$ cat config.mk
export PLATFORM = sky130hd
export DESIGN_NAME = rrxif_fetch
export DESIGN_NICKNAME = d
export VERILOG_FILES = /design/src/pkg/rrxif_pkg.sv /design/src/hdl/rrxif_fetch.sv
export VERILOG_INCLUDE_DIRS = /design/src /design/src/pkg
export SDC_FILE = /design/constraint.sdc
export NUM_CORES = 1
export LEC_CHECK = 0
export ABC_AREA = 1
export ABC_CLOCK_PERIOD_IN_PS = 2700
export CAP_MARGIN = 5
export CORE_MARGIN = 4
export CORE_UTILIZATION = 30
export DETAILED_ROUTE_END_ITERATION = 8
export DONT_BUFFER_PORTS = 1
export PLACE_DENSITY = 0.51
export SKIP_CTS_REPAIR_TIMING = 1
export SLEW_MARGIN = 10
export SYNTH_ARGS = -nofsm -noshare
export SYNTH_HDL_FRONTEND = slang
export SYNTH_SLANG_ARGS = --single-unit
$ cat constraint.sdc
create_clock -name core_clk_i -period 2.7 [get_ports core_clk_i]
set_input_delay 0.54 -clock core_clk_i [delete_from_list [all_inputs] [get_ports core_clk_i]]
set_output_delay 0.54 -clock core_clk_i [all_outputs]
set_load 0.05 [all_outputs]
$ cat src/pkg/rrxif_consts.svh
`ifndef RRXIF_CONSTS_SVH
`define RRXIF_CONSTS_SVH
// Overview of operation
// - RR fetch: one cycle, four position words
// - Holding register has first, branch second
// - Nonbranch: holding through adder, read R2
// - Branch: swap operands, request at branch
// - Dispatch select from opcode bits 2-7
// - Exception overrides dispatch in every word
// - RR: counter plus one, refill queued halfword
// - Branch reset: instruction request, read R1
// - RR reset: clear flags, step 100, aux 000
// - Floating ops force top store address bit
// - Step rate sets stop trigger
// - Execute subject: no advance, refill, BC request
// - RX: sixteen words, one or two cycles
// - RX: counter plus two, refill unless 10
// - Base zero: displacement only, else sum
// - Conditional 3-cycle operand request, suppressions
// - RX: first operand read into mirror, holding
// - Indexed: base plus disp, then add index
// - RX reset: clear flags, both counters 000
// - RX reset starts branch and subject requests
// - Execute subject inhibits RX side effects
// - Pointer bit 8 index zero, bit 9 base zero

// ==========================================================
// Control word pointer and counters
`define RRXIF_CWP_BASE   6'h08
`define RRXIF_STC_RR     3'h4
`define RRXIF_STC_RX     3'h0
`define RRXIF_ABC_RST    3'h0
`define RRXIF_IC_RR      2'h1
`define RRXIF_IC_RX      2'h2
`define RRXIF_POS_NOQ    2'h2
// ==========================================================
// Formats and opcode bits 2-7
`define RRXIF_FMT_RR     2'h0
`define RRXIF_FMT_RX     2'h1
`define RRXIF_OP_STH     6'h00
`define RRXIF_OP_LA      6'h01
`define RRXIF_OP_STC     6'h02
`define RRXIF_OP_BC      6'h07
`define RRXIF_OP_RRBR_LO 6'h05
`define RRXIF_OP_RRBR_HI 6'h07
// ==========================================================
// Register map (byte offsets) and fields
`define RRXIF_OFF_CTRL   4'h0
`define RRXIF_OFF_STATUS 4'h4
`define RRXIF_OFF_FPTR   4'h8
`define RRXIF_CTRL_STEP  0
`define RRXIF_CTRL_STOPC 1
`endif

$ cat src/pkg/rrxif_pkg.sv
package rrxif_pkg;
    typedef enum logic [3:0] {
        RRXIF_IDLE = 4'h1,
        RRXIF_RR   = 4'h2,
        RRXIF_RX1  = 4'h4,
        RRXIF_RX2  = 4'h8
    } rrxif_state_e;

    typedef struct packed {
        rrxif_state_e st;
        logic [15:0]  op;
        logic [15:0]  hw2;
        logic         x0;
        logic         b0;
        logic [31:0]  a;
        logic [31:0]  b;
        logic [31:0]  d;
        logic [31:0]  s;
        logic [31:0]  t;
        logic [15:0]  r;
        logic [1:0]   ic;
        logic [2:0]   step_count;
        logic [2:0]   abc;
        logic         stop;
        logic         step_rate;
        logic         sticky_clr;
        logic         oreq;
        logic         ireq;
        logic [31:0]  iaddr;
        logic [5:0]   sel;
        logic         go;
        logic         exc;
        logic [11:0]  cwp;
        logic         ph_v;
        logic         ph_w;
        logic [3:0]   ph_a;
        logic [31:0]  hrdata;
    } rrxif_state_s;
endpackage

$ cat src/hdl/rrxif_fetch.sv
// Decided for this implementation: the AHB-Lite interface to the registers and the register offsets.
`timescale 1ns/1ps
`include "rrxif_consts.svh"

module rrxif_fetch (
    input  wire logic        core_clk_i,
    input  wire logic        rstn_i,
    // Sequencer side
    input  wire logic        start_i,
    input  wire logic [15:0] op_hw_i,
    input  wire logic [15:0] second_hw_i,
    input  wire logic [31:0] hold_i,
    input  wire logic [15:0] next_hw_i,
    input  wire logic        exec_i,
    input  wire logic        exception_i,
    input  wire logic        refill_exc_i,
    input  wire logic        bc_fail_i,
    input  wire logic        refill_need_i,
    input  wire logic [31:0] instr_counter_i,
    output logic             busy_o,
    output logic [11:0]      control_word_pointer_o,
    output logic [5:0]       exec_branch_select_o,
    output logic             exec_go_o,
    output logic             exception_override_o,
    output logic             sticky_clr_o,
    output logic [1:0]       instr_counter_o,
    output logic [2:0]       step_count_o,
    output logic [2:0]       aux_count_o,
    output logic             stop_o,
    output logic [15:0]      queued_hw_o,
    output logic [31:0]      work_a_o,
    output logic [31:0]      work_b_o,
    output logic [31:0]      fetch_ptr_o,
    output logic [31:0]      mirror_o,
    output logic [31:0]      hold_o,
    // Local store
    output logic [4:0]       local_addr_latch_o,
    input  wire logic [31:0] local_store_i,
    // Storage control interface
    output logic             oper_req_o,
    output logic [31:0]      oper_addr_o,
    output logic             instr_req_o,
    output logic [31:0]      instr_addr_o,
    // AHB-Lite slave
    input  wire logic        hsel_i,
    input  wire logic [31:0] haddr_i,
    input  wire logic [1:0]  htrans_i,
    input  wire logic        hwrite_i,
    input  wire logic [2:0]  hsize_i,
    input  wire logic [31:0] hwdata_i,
    input  wire logic        hready_i,
    output logic             hreadyout_o,
    output logic             hresp_o,
    output logic [31:0]      hrdata_o
);
    rrxif_pkg::rrxif_state_s cur_r;
    rrxif_pkg::rrxif_state_s cur_nxt;

    function automatic logic [31:0] add32(input logic [31:0] x, input logic [31:0] y);
        add32 = x + y;
    endfunction

    function automatic logic is_rr_branch(input logic [5:0] opc);
        is_rr_branch = (opc >= `RRXIF_OP_RRBR_LO) && (opc <= `RRXIF_OP_RRBR_HI);
    endfunction

    logic [4:0]  ls_addr;
    logic [5:0]  opc;
    logic [1:0]  fmt;
    logic        flt;
    logic        fin;
    logic        rr_br;
    logic        no_oreq;
    logic [31:0] base;
    logic [31:0] ea;
    logic [31:0] iptr;

    // ==========================================================
    // Next state
    always_comb begin
        cur_nxt    = cur_r;
        ls_addr    = 5'h00;
        fin        = 1'b0;
        rr_br      = 1'b0;
        no_oreq    = 1'b0;
        opc        = cur_r.op[13:8];
        fmt        = cur_r.op[15:14];
        flt        = cur_r.op[13];
        base       = cur_r.b0 ? 32'h0000_0000 : cur_r.t;
        ea         = add32(base, {20'h00000, cur_r.hw2[11:0]});
        iptr       = exec_i ? cur_r.d : instr_counter_i;
        cur_nxt.sticky_clr = 1'b0;
        cur_nxt.oreq       = 1'b0;
        cur_nxt.ireq       = 1'b0;
        cur_nxt.go         = 1'b0;
        cur_nxt.exc        = 1'b0;

        // Zero-wait slave: read data is latched in the address phase
        cur_nxt.ph_v = hsel_i && htrans_i[1] && hready_i;
        cur_nxt.ph_w = hwrite_i;
        cur_nxt.ph_a = haddr_i[3:0];
        if (hsel_i && htrans_i[1] && hready_i && !hwrite_i) begin
            case (haddr_i[3:0])
                `RRXIF_OFF_CTRL:   cur_nxt.hrdata = {31'h0000_0000, cur_r.step_rate};
                `RRXIF_OFF_STATUS: cur_nxt.hrdata = {18'h00000, cur_r.st, 1'b0,
                                                     cur_r.stop, cur_r.abc,
                                                     cur_r.step_count, cur_r.ic};
                `RRXIF_OFF_FPTR:   cur_nxt.hrdata = cur_r.d;
                default:           cur_nxt.hrdata = 32'h0000_0000;
            endcase
        end
        if (cur_r.ph_v && cur_r.ph_w && (cur_r.ph_a == `RRXIF_OFF_CTRL)) begin
            cur_nxt.step_rate = hwdata_i[`RRXIF_CTRL_STEP];
            if (hwdata_i[`RRXIF_CTRL_STOPC]) begin
                cur_nxt.stop = 1'b0;
            end
        end

        // One control word per cycle; all loads land at the clock edge
        case (cur_r.st)
            rrxif_pkg::RRXIF_IDLE: begin
                if (start_i && (op_hw_i[15:14] == `RRXIF_FMT_RR ||
                                op_hw_i[15:14] == `RRXIF_FMT_RX)) begin
                    cur_nxt.op  = op_hw_i;
                    cur_nxt.hw2 = second_hw_i;
                    cur_nxt.t   = hold_i;
                    cur_nxt.x0  = (op_hw_i[15:14] == `RRXIF_FMT_RX) &&
                                  (op_hw_i[3:0] == 4'h0);
                    cur_nxt.b0  = (op_hw_i[15:14] != `RRXIF_FMT_RR) &&
                                  (second_hw_i[15:12] == 4'h0);
                    cur_nxt.cwp = {`RRXIF_CWP_BASE, op_hw_i[15:14],
                                   cur_nxt.x0, cur_nxt.b0, cur_r.ic};
                    cur_nxt.st  = (op_hw_i[15:14] == `RRXIF_FMT_RR) ?
                                  rrxif_pkg::RRXIF_RR : rrxif_pkg::RRXIF_RX1;
                end
            end
            rrxif_pkg::RRXIF_RR: begin
                rr_br     = is_rr_branch(opc);
                cur_nxt.a = add32(cur_r.t, 32'h0000_0000);
                cur_nxt.b = add32(cur_r.t, 32'h0000_0000);
                cur_nxt.d = add32(cur_r.t, 32'h0000_0000);
                // Branch reads R1 instead of R2
                ls_addr   = {flt, rr_br ? cur_r.op[7:4] : cur_r.op[3:0]};
                cur_nxt.s = local_store_i;
                cur_nxt.t = local_store_i;
                cur_nxt.sticky_clr = 1'b1;
                cur_nxt.step_count        = `RRXIF_STC_RR;
                cur_nxt.abc        = `RRXIF_ABC_RST;
                if (!exec_i) begin
                    cur_nxt.ic = cur_r.ic + `RRXIF_IC_RR;
                    cur_nxt.r  = next_hw_i;
                end
                if (rr_br && !bc_fail_i) begin
                    cur_nxt.ireq  = 1'b1;
                    cur_nxt.iaddr = cur_r.t;
                end else if (rr_br && !exec_i && refill_need_i) begin
                    cur_nxt.ireq  = 1'b1;
                    cur_nxt.iaddr = iptr;
                end
                fin = 1'b1;
            end
            rrxif_pkg::RRXIF_RX1: begin
                cur_nxt.sticky_clr = 1'b1;
                cur_nxt.step_count        = `RRXIF_STC_RX;
                cur_nxt.abc        = `RRXIF_ABC_RST;
                if (!exec_i) begin
                    cur_nxt.ic = cur_r.ic + `RRXIF_IC_RX;
                    if (cur_r.ic != `RRXIF_POS_NOQ) begin
                        cur_nxt.r = next_hw_i;
                    end
                end
                if (cur_r.x0) begin
                    cur_nxt.d = ea;
                    ls_addr   = {flt, cur_r.op[7:4]};
                    cur_nxt.s = local_store_i;
                    cur_nxt.t = local_store_i;
                    fin       = 1'b1;
                end else begin
                    cur_nxt.b  = ea;
                    ls_addr    = {1'b0, cur_r.op[3:0]};
                    cur_nxt.t  = local_store_i;
                    cur_nxt.st = rrxif_pkg::RRXIF_RX2;
                end
            end
            rrxif_pkg::RRXIF_RX2: begin
                cur_nxt.d = add32(cur_r.t, cur_r.b);
                ls_addr   = {flt, cur_r.op[7:4]};
                cur_nxt.s = local_store_i;
                cur_nxt.t = local_store_i;
                fin       = 1'b1;
            end
            default: begin
                cur_nxt.st = rrxif_pkg::RRXIF_IDLE;
            end
        endcase

        if (fin && fmt == `RRXIF_FMT_RX) begin
            // Stores and load address need no operand from storage
            no_oreq = refill_exc_i || (opc == `RRXIF_OP_STH) ||
                      (opc == `RRXIF_OP_STC) || (opc == `RRXIF_OP_LA) ||
                      (opc == `RRXIF_OP_BC);
            cur_nxt.oreq = !no_oreq;
            if (opc == `RRXIF_OP_BC && !bc_fail_i) begin
                cur_nxt.ireq  = 1'b1;
                cur_nxt.iaddr = cur_nxt.d;
            end else if (opc == `RRXIF_OP_BC && !exec_i && refill_need_i) begin
                cur_nxt.ireq  = 1'b1;
                cur_nxt.iaddr = iptr;
            end
        end

        if (fin) begin
            cur_nxt.sel = opc;
            cur_nxt.exc = exception_i;
            cur_nxt.go  = !exception_i;
            cur_nxt.st  = rrxif_pkg::RRXIF_IDLE;
            if (cur_r.step_rate) begin
                cur_nxt.stop = 1'b1;
            end
        end
    end

    // ==========================================================
    // State register
    always_ff @(posedge core_clk_i or negedge rstn_i) begin
        if (!rstn_i) begin
            cur_r    <= '0;
            cur_r.st <= rrxif_pkg::RRXIF_IDLE;
        end else begin
            cur_r <= cur_nxt;
        end
    end

    // ==========================================================
    // Outputs
    assign busy_o                 = cur_r.st != rrxif_pkg::RRXIF_IDLE;
    assign control_word_pointer_o = cur_r.cwp;
    assign exec_branch_select_o   = cur_r.sel;
    assign exec_go_o              = cur_r.go;
    assign exception_override_o   = cur_r.exc;
    assign sticky_clr_o           = cur_r.sticky_clr;
    assign instr_counter_o        = cur_r.ic;
    assign step_count_o           = cur_r.step_count;
    assign aux_count_o            = cur_r.abc;
    assign stop_o                 = cur_r.stop;
    assign queued_hw_o            = cur_r.r;
    assign work_a_o               = cur_r.a;
    assign work_b_o               = cur_r.b;
    assign fetch_ptr_o            = cur_r.d;
    assign mirror_o               = cur_r.s;
    assign hold_o                 = cur_r.t;
    assign local_addr_latch_o     = ls_addr;
    assign oper_req_o             = cur_r.oreq;
    assign oper_addr_o            = cur_r.d;
    assign instr_req_o            = cur_r.ireq;
    assign instr_addr_o           = cur_r.iaddr;
    assign hreadyout_o            = 1'b1;
    assign hresp_o                = 1'b0;
    assign hrdata_o               = cur_r.hrdata;

endmodule // rrxif_fetch

==> results of run 1 <==
[power groups by stage]
stage               clock, mW  sequential (mW)  combinational [mW]
finish                   5.41             10.9                19.0
global route             5.70             11.0                20.5
CTS                      5.51             10.8                18.1
detailed placement          0             10.9                18.0
global placement            0             10.9                18.0
floorplan                   0             7.29                16.3
[worst paths after layout]
kind	from	endpoint	slack [ns]	depth (start not counted)
max	cur_r[313]	local_addr_latch_o[1]	0.007	8
min	rstn_i	mirror_o[20]	-0.33	0
max reg2reg	hold_o[16]	instr_addr_o[21]	0.12	15
min reg2reg	cur_r[283]	cur_r[283]	0.49	2
max in group asynchronous	rstn_i	work_b_o[25]	2.50	0
min in group core_clk_i	exception_i	exec_go_o	0.03	1
[layout make-up]
type	instances	area [sq um]	area share (%)
diodes	1	2.502	0.01076
clock buffers	54	1091	4.691
clock inverters	14	206.4	0.8876
inverters	336	1275	5.481
multi-input cells	1876	9529	40.97
flip-flops and latches	299	7492	32.21
well taps	873	1092	4.696
repair buffers	321	2571	11.05
[routing by layer]
metal  up-vias  wire length, microns
li1       8892                     -
met1      9153                 38370
met2       792                 42510
met3       123                  8628
met4         2                  2690
met5         -                    13
[stage by stage]
stage / hold slack (ns) / instances / util (%) / setup TNS, ns / setup slack [ns]
after floorplan: 0.2444 / 2908 / - / -0.1394 / -0.03486
after global placement: 0.2665 / 3682 / 31.44 / -1.027 / -0.1299
after detailed placement: 0.2595 / 3682 / 31.44 / -0.6064 / -0.1248
after CTS: -0.3456 / 3750 / 33.37 / -3.143 / -0.4559
after global routing: -0.3478 / 3773 / 34.69 / -0.2692 / -0.06535
final: -0.3260 / 3774 / 34.70 / 0 / 0.006987
[flip-flops by register name, summed over array words and instances, names as in the netlist]
register	flops
cur_r	38
fetch_ptr_o	32
hold_o	32
hrdata_o	32
instr_addr_o	32
mirror_o	32
work_a_o	32
work_b_o	32
queued_hw_o	16
control_word_pointer_o	6
exec_branch_select_o	6
instr_counter_o	2
exception_override_o	1
exec_go_o	1
instr_req_o	1
oper_req_o	1
step_count_o	1
sticky_clr_o	1
stop_o	1
[kinds of logic (layout without fill, tap and decap cells)]
| family | Yosys count | after routing | synth area share, % |
|---|---|---|---|
| adder cells (fa/ha/maj) | 46 | 46 | 2.914 |
| flip-flops | 299 | 299 | 36.92 |
| other | 2 | 13 | 0.03706 |
| AO/OA/AOI/OAI | 420 | 420 | 11.46 |
| XOR/XNOR | 13 | 13 | 0.5618 |
| AND/OR/NAND/NOR | 1368 | 1368 | 27.86 |
| buffers and inverters | 733 | 725 | 19.30 |
| multiplexers | 17 | 17 | 0.9445 |
[worst max-delay path, delay by kind of cell, from the launching register on]
family                 cells  cell delay [ns]
AND/OR/NAND/NOR            3             0.41
flip-flops                 1             0.55
AO/OA/AOI/OAI              1             0.07
buffers and inverters      4             0.55
[cell usage in the layout, fill, tap and decap left out, types with 8 or more instances in the layout]
cell type	synthesis	layout
nor2_1	191	158
o21ai_0	216	210
mux2_2	17	17
a31oi_1	32	32
ha_1	44	31
buf_12	0	8
dfrtp_1	298	291
a21oi_1	104	99
buf_4	300	295
nand4_1	22	22
inv_1	324	317
clkbuf_8	0	8
ha_2	0	9
buf_6	1	13
nor3_1	12	10
conb_1	2	12
nand3_1	173	140
o211ai_1	12	12
or2_2	18	18
nand3_2	2	29
nand2_2	1	32
a221oi_1	18	18
clkbuf_16	0	38
clkbuf_1	67	8
nand2_1	913	878
nor2_2	1	30
inv_2	9	13
==> results.sh, run 1 <==
export IMPL_ys_ff_latch=299
export IMPL_power_leakage_nw=11.80
export IMPL_viasPerCell=5.024
export IMPL_area_growth_pct=14.77
export IMPL_rsz0062_at_grt="true"
export IMPL_coreArea_sq_mm=0.06704
export IMPL_switching_power_mw=20.04
export IMPL_synth_top_cell_area_share_pct=36.79
export IMPL_power_frac_clock_pct=15.3
export IMPL_synth_area_per_cell_sq_um=6.993
export IMPL_ios=536
export IMPL_cp_data_arrival_time_ns=2.15
export IMPL_drt_iter0_markers=1619
export IMPL_clk_path_buf_depth=3
export IMPL_slew_headroom_pct=57.88
export IMPL_synth_flop_cell="dfrtp_1"
export IMPL_endpoint_kind="output pin"
export IMPL_dpl_cell_area_sq_mm=0.02108
export IMPL_insertion_delay_ns=0.57
export IMPL_synth_cell_types=52
export IMPL_path_max_fanout=4
export IMPL_netlist_area_sq_mm=0.02027
export IMPL_numPortBuffers=0
export IMPL_drive_gt1_share_pct=20.24
export IMPL_dp_hpwl_microns=73800
export IMPL_fin_nets=3141
export IMPL_critPathLaunchType="flip-flop"
export IMPL_yosysMostFrequentCell="nand2_1"
export IMPL_async_flop_share_pct=100.0
export IMPL_grt_overflow=0
export IMPL_path_clk_slew_ns=0.06
export IMPL_worst_slew_pin_slew_ns=0.6318
export IMPL_setup_violations=0
export IMPL_power_mw=35.24
export IMPL_use_met1_pct=32.29
export IMPL_drv_slew=0
export IMPL_cts_sinks=299
export IMPL_swShare_pct=56.87
export IMPL_cp_common_cell="buf_12"
export IMPL_fillers=7317
export IMPL_cts_root_buf="clkbuf_16"
export IMPL_violations="hold timing"
export IMPL_cts_buffers_inserted=37
export IMPL_timing_fmax_ghz=0.3713
export IMPL_criticalPathCategory="flip-flop to output pin"
export IMPL_synth_top_area_cell="dfrtp_1"
export IMPL_worstPathRequired_ns=2.16
export IMPL_initial_core_util_pct=30.23
export IMPL_met2_usage_pct=39.98
export IMPL_hold_viol=298
export IMPL_yosys_top_cells_area="dfrtp_1, nand2_1, buf_4"
export IMPL_ant_nets=0
export IMPL_h_tree_depth=2
export IMPL_powerDensity_mw_per_mm2=1515
export IMPL_seqPwrFrac_pct=30.8
export IMPL_worstPathCellList="inv_1, nand3_4, buf_12, nor2_4, nor3_4, buf_12, o22ai_2, buf_6"
export IMPL_grt_pass1_wl_microns=128900
export IMPL_drv_cap=0
export IMPL_fin_crit_sh_pct=99.74
export IMPL_synth_edf_count=0
export IMPL_finalCriticalPeriod_ns=2.693
export IMPL_p_comb_share_pct=53.8
export IMPL_synthCells=2898
export IMPL_max_stage_delay_ns=0.55
export IMPL_hold_class="input pin to asynchronous set/reset pin"
export IMPL_busiest_layer="met2"
export IMPL_holdWs_ns=-0.3260
export IMPL_grt_max_degree=300
export IMPL_internal_power_mw=15.20
export IMPL_synth_common_cells="nand2_1, inv_1, buf_4, dfrtp_1, o21ai_0"
export IMPL_die_h_microns=267.9
export IMPL_dr_pass1_iters=5
export IMPL_use_met3_pct=7.306
export IMPL_cts_tree="built"
export IMPL_worst_ir_drop_vdd_v=0.0006147
export IMPL_clock_skew_ns=0.02046
export IMPL_grt_pass1_vias=17840
export IMPL_wire_per_inst_microns=24.44
export IMPL_wirelength_microns=92220
export IMPL_seq_area_frac_synth_pct=36.92
export IMPL_antenna_found_initial=3
export IMPL_ys_warn_count=0
export IMPL_chipWidth_microns=267.9
export IMPL_status="finished, violations left"
export IMPL_drc=0
export IMPL_vias=18960
export IMPL_dieArea_sq_mm=0.07178
export IMPL_gp_congestion=0.9766
export IMPL_rows=95
export IMPL_cpMaxStageDelayCell="dfstp_2"
export IMPL_gr_usage_all_layers_pct=24.63
export IMPL_final_cell_area_sq_mm=0.02326
Power figures use the tool's default switching activity.
==> run 2, diff against run 1 <==
Settings changed: CTS_BUF_LIST set to sky130_fd_sc_hd__clkbuf_16.
==> run 2 against run 1 <==
The flow still finishes with violations (hold timing). Hold slack hardly changed. Global-route usage about the same. Critical path type unchanged. Final area shrank 0.30%. Highest routed layer unchanged.
==> results.sh, run 2 (synthesis results as in run 1) <==
export IMPL_fin_nets=3141
export IMPL_clock_skew_ns=0.01759
export IMPL_violations="hold timing"
export IMPL_r2r_cells=15
export IMPL_reg2reg_from="hold_o[8]"
export IMPL_fin_crit_sh_pct=99.89
export IMPL_clk_path_buf_depth=3
export IMPL_timing_fmax_ghz=0.3708
export IMPL_r2r_slack_ns=0.11
export IMPL_cp_data_arrival_time_ns=2.16
export IMPL_status="finished, violations left"
export IMPL_gp_congestion=0.9766
export IMPL_path_max_fanout=4
export IMPL_regMostFlops="cur_r"
export IMPL_drive_gt1_share_pct=20.14
export IMPL_grt_overflow=0
export IMPL_insertion_delay_ns=0.57
export IMPL_fillers=7329
export IMPL_cts_tree="built"
export IMPL_antenna_found_initial=3
export IMPL_wire_per_inst_microns=24.46
export IMPL_drv_slew=0
export IMPL_ios=536
export IMPL_worst_slew_pin_slew_ns=0.6804
export IMPL_holdWs_ns=-0.3260
export IMPL_initial_core_util_pct=30.23
export IMPL_drc=0
export IMPL_slew_headroom_pct=54.64
export IMPL_final_cell_area_sq_mm=0.02319
export IMPL_gr_usage_all_layers_pct=24.64
export IMPL_worstPathRequired_ns=2.16
export IMPL_max_stage_delay_ns=0.55
export IMPL_drt_iter0_markers=1593
export IMPL_drv_cap=0
export IMPL_cts_sinks=299
export IMPL_power_leakage_nw=11.79
export IMPL_cpMaxStageDelayCell="dfstp_2"
export IMPL_criticalPathCategory="flip-flop to output pin"
export IMPL_rsz0062_at_grt="true"
export IMPL_path_clk_slew_ns=0.06
export IMPL_cp_common_cell="buf_12"
export IMPL_wirelength_microns=92320
export IMPL_final_common_cell="nand2_1"
export IMPL_fin_ws_ns=0.002986
export IMPL_worstPathCellList="inv_1, nand3_4, buf_12, nor2_4, nor3_4, buf_12, o22ai_2, buf_6"
export IMPL_grt_pass1_vias=17850
export IMPL_ant_nets=0
export IMPL_endpoint_kind="output pin"
export IMPL_setup_violations=0
export IMPL_critPathLaunchType="flip-flop"
export IMPL_vias=18950
export IMPL_hold_class="input pin to asynchronous set/reset pin"
export IMPL_coreArea_sq_mm=0.06704
export IMPL_dp_hpwl_microns=73800
export IMPL_worst_ir_drop_vdd_v=0.0006121
export IMPL_chipWidth_microns=267.9
export IMPL_h_tree_depth=2
export IMPL_place_ws_ns=-0.1248
export IMPL_largest_register_ffs=38
export IMPL_instances_no_fill=3774
export IMPL_cts_buffers_inserted=37
export IMPL_grt_max_degree=300
export IMPL_dpl_cell_area_sq_mm=0.02108
export IMPL_placedCellCount=3682
export IMPL_utilization_pct=34.59
export IMPL_powerDensity_mw_per_mm2=1509
export IMPL_rows=95
export IMPL_mostFrequentLayoutCells="nand2_1, inv_1, buf_4, dfrtp_1, o21ai_0"
export IMPL_r2r_end="instr_addr_o[27]"
export IMPL_dieArea_sq_mm=0.07178
export IMPL_dr_pass1_iters=6
export IMPL_crit_buf_inv=4
export IMPL_path_delay_family="flip-flops"
export IMPL_finalCriticalPeriod_ns=2.697
export IMPL_grt_pass1_wl_microns=129000
export IMPL_die_h_microns=267.9
export IMPL_viasPerCell=5.020
export IMPL_numPortBuffers=0
export IMPL_power_mw=34.98
export IMPL_cts_root_buf="clkbuf_16"
export IMPL_hold_viol=298
export IMPL_area_growth_pct=14.42
==> run 2: cell types whose count changed in the layout (fill, tap and decap cells not counted), sizes merged <==
cell and change:
clkbuf -16, clkinv +8, inv +8
==> run 2: area by class of cell <==
class | count | area, sq um | share of cell area [%]
Multi-Input combinational cell | 1876 | 9539 | 41.14
Sequential cell | 299 | 7492 | 32.31
Timing Repair Buffer | 321 | 2571 | 11.09
Inverter | 336 | 1275 | 5.498
Tap cell | 873 | 1092 | 4.710
Clock buffer | 38 | 950.9 | 4.101
Clock inverter | 30 | 266.5 | 1.149
Antenna cell | 1 | 2.502 | 0.01079
==> run 2: per-stage QoR <==
stage / TNS, ns / hold slack (ns)
2_1_floorplan: -0.1394 / 0.2444
3_3_place_gp: -1.027 / 0.2665
5_1_grt: -0.3568 / -0.3478
3_5_place_dp: -0.6064 / 0.2595
4_1_cts: -3.188 / -0.3457
6_report: 0 / -0.3260
==> run 2: how the worst max path moves through the flow <==
stage / from / endpoint / slack (ns) / cells past startpoint
floorplan: cur_r[314] / local_addr_latch_o[0] / -0.03 / 7
global placement: hold_o[0] / instr_addr_o[16] / -0.13 / 21
detailed placement: hold_o[0] / instr_addr_o[16] / -0.12 / 21
CTS: cur_r[313] / local_addr_latch_o[2] / -0.46 / 6
global route: cur_r[310] / local_addr_latch_o[2] / -0.09 / 10
finish: cur_r[313] / local_addr_latch_o[2] / 0.003 / 8
==> run 2: layer usage <==
metal / wire, microns / GRT usage [%] / vias up
met5: 13 / 0 / -
met4: 2697 / 6.476 / 2
met3: 9030 / 7.297 / 125
met2: 42550 / 39.97 / 811
met1: 38030 / 32.30 / 9116
li1: - / - / 8892
==> run 2: power by group <==
part | switching (mW) | leakage, nW | internal, mW
clock | 2.17 | 0.625 | 2.96
sequential | 4.74 | 3.73 | 6.13
combinational | 13.1 | 7.44 | 5.85
total | 20.0 | 11.8 | 14.9
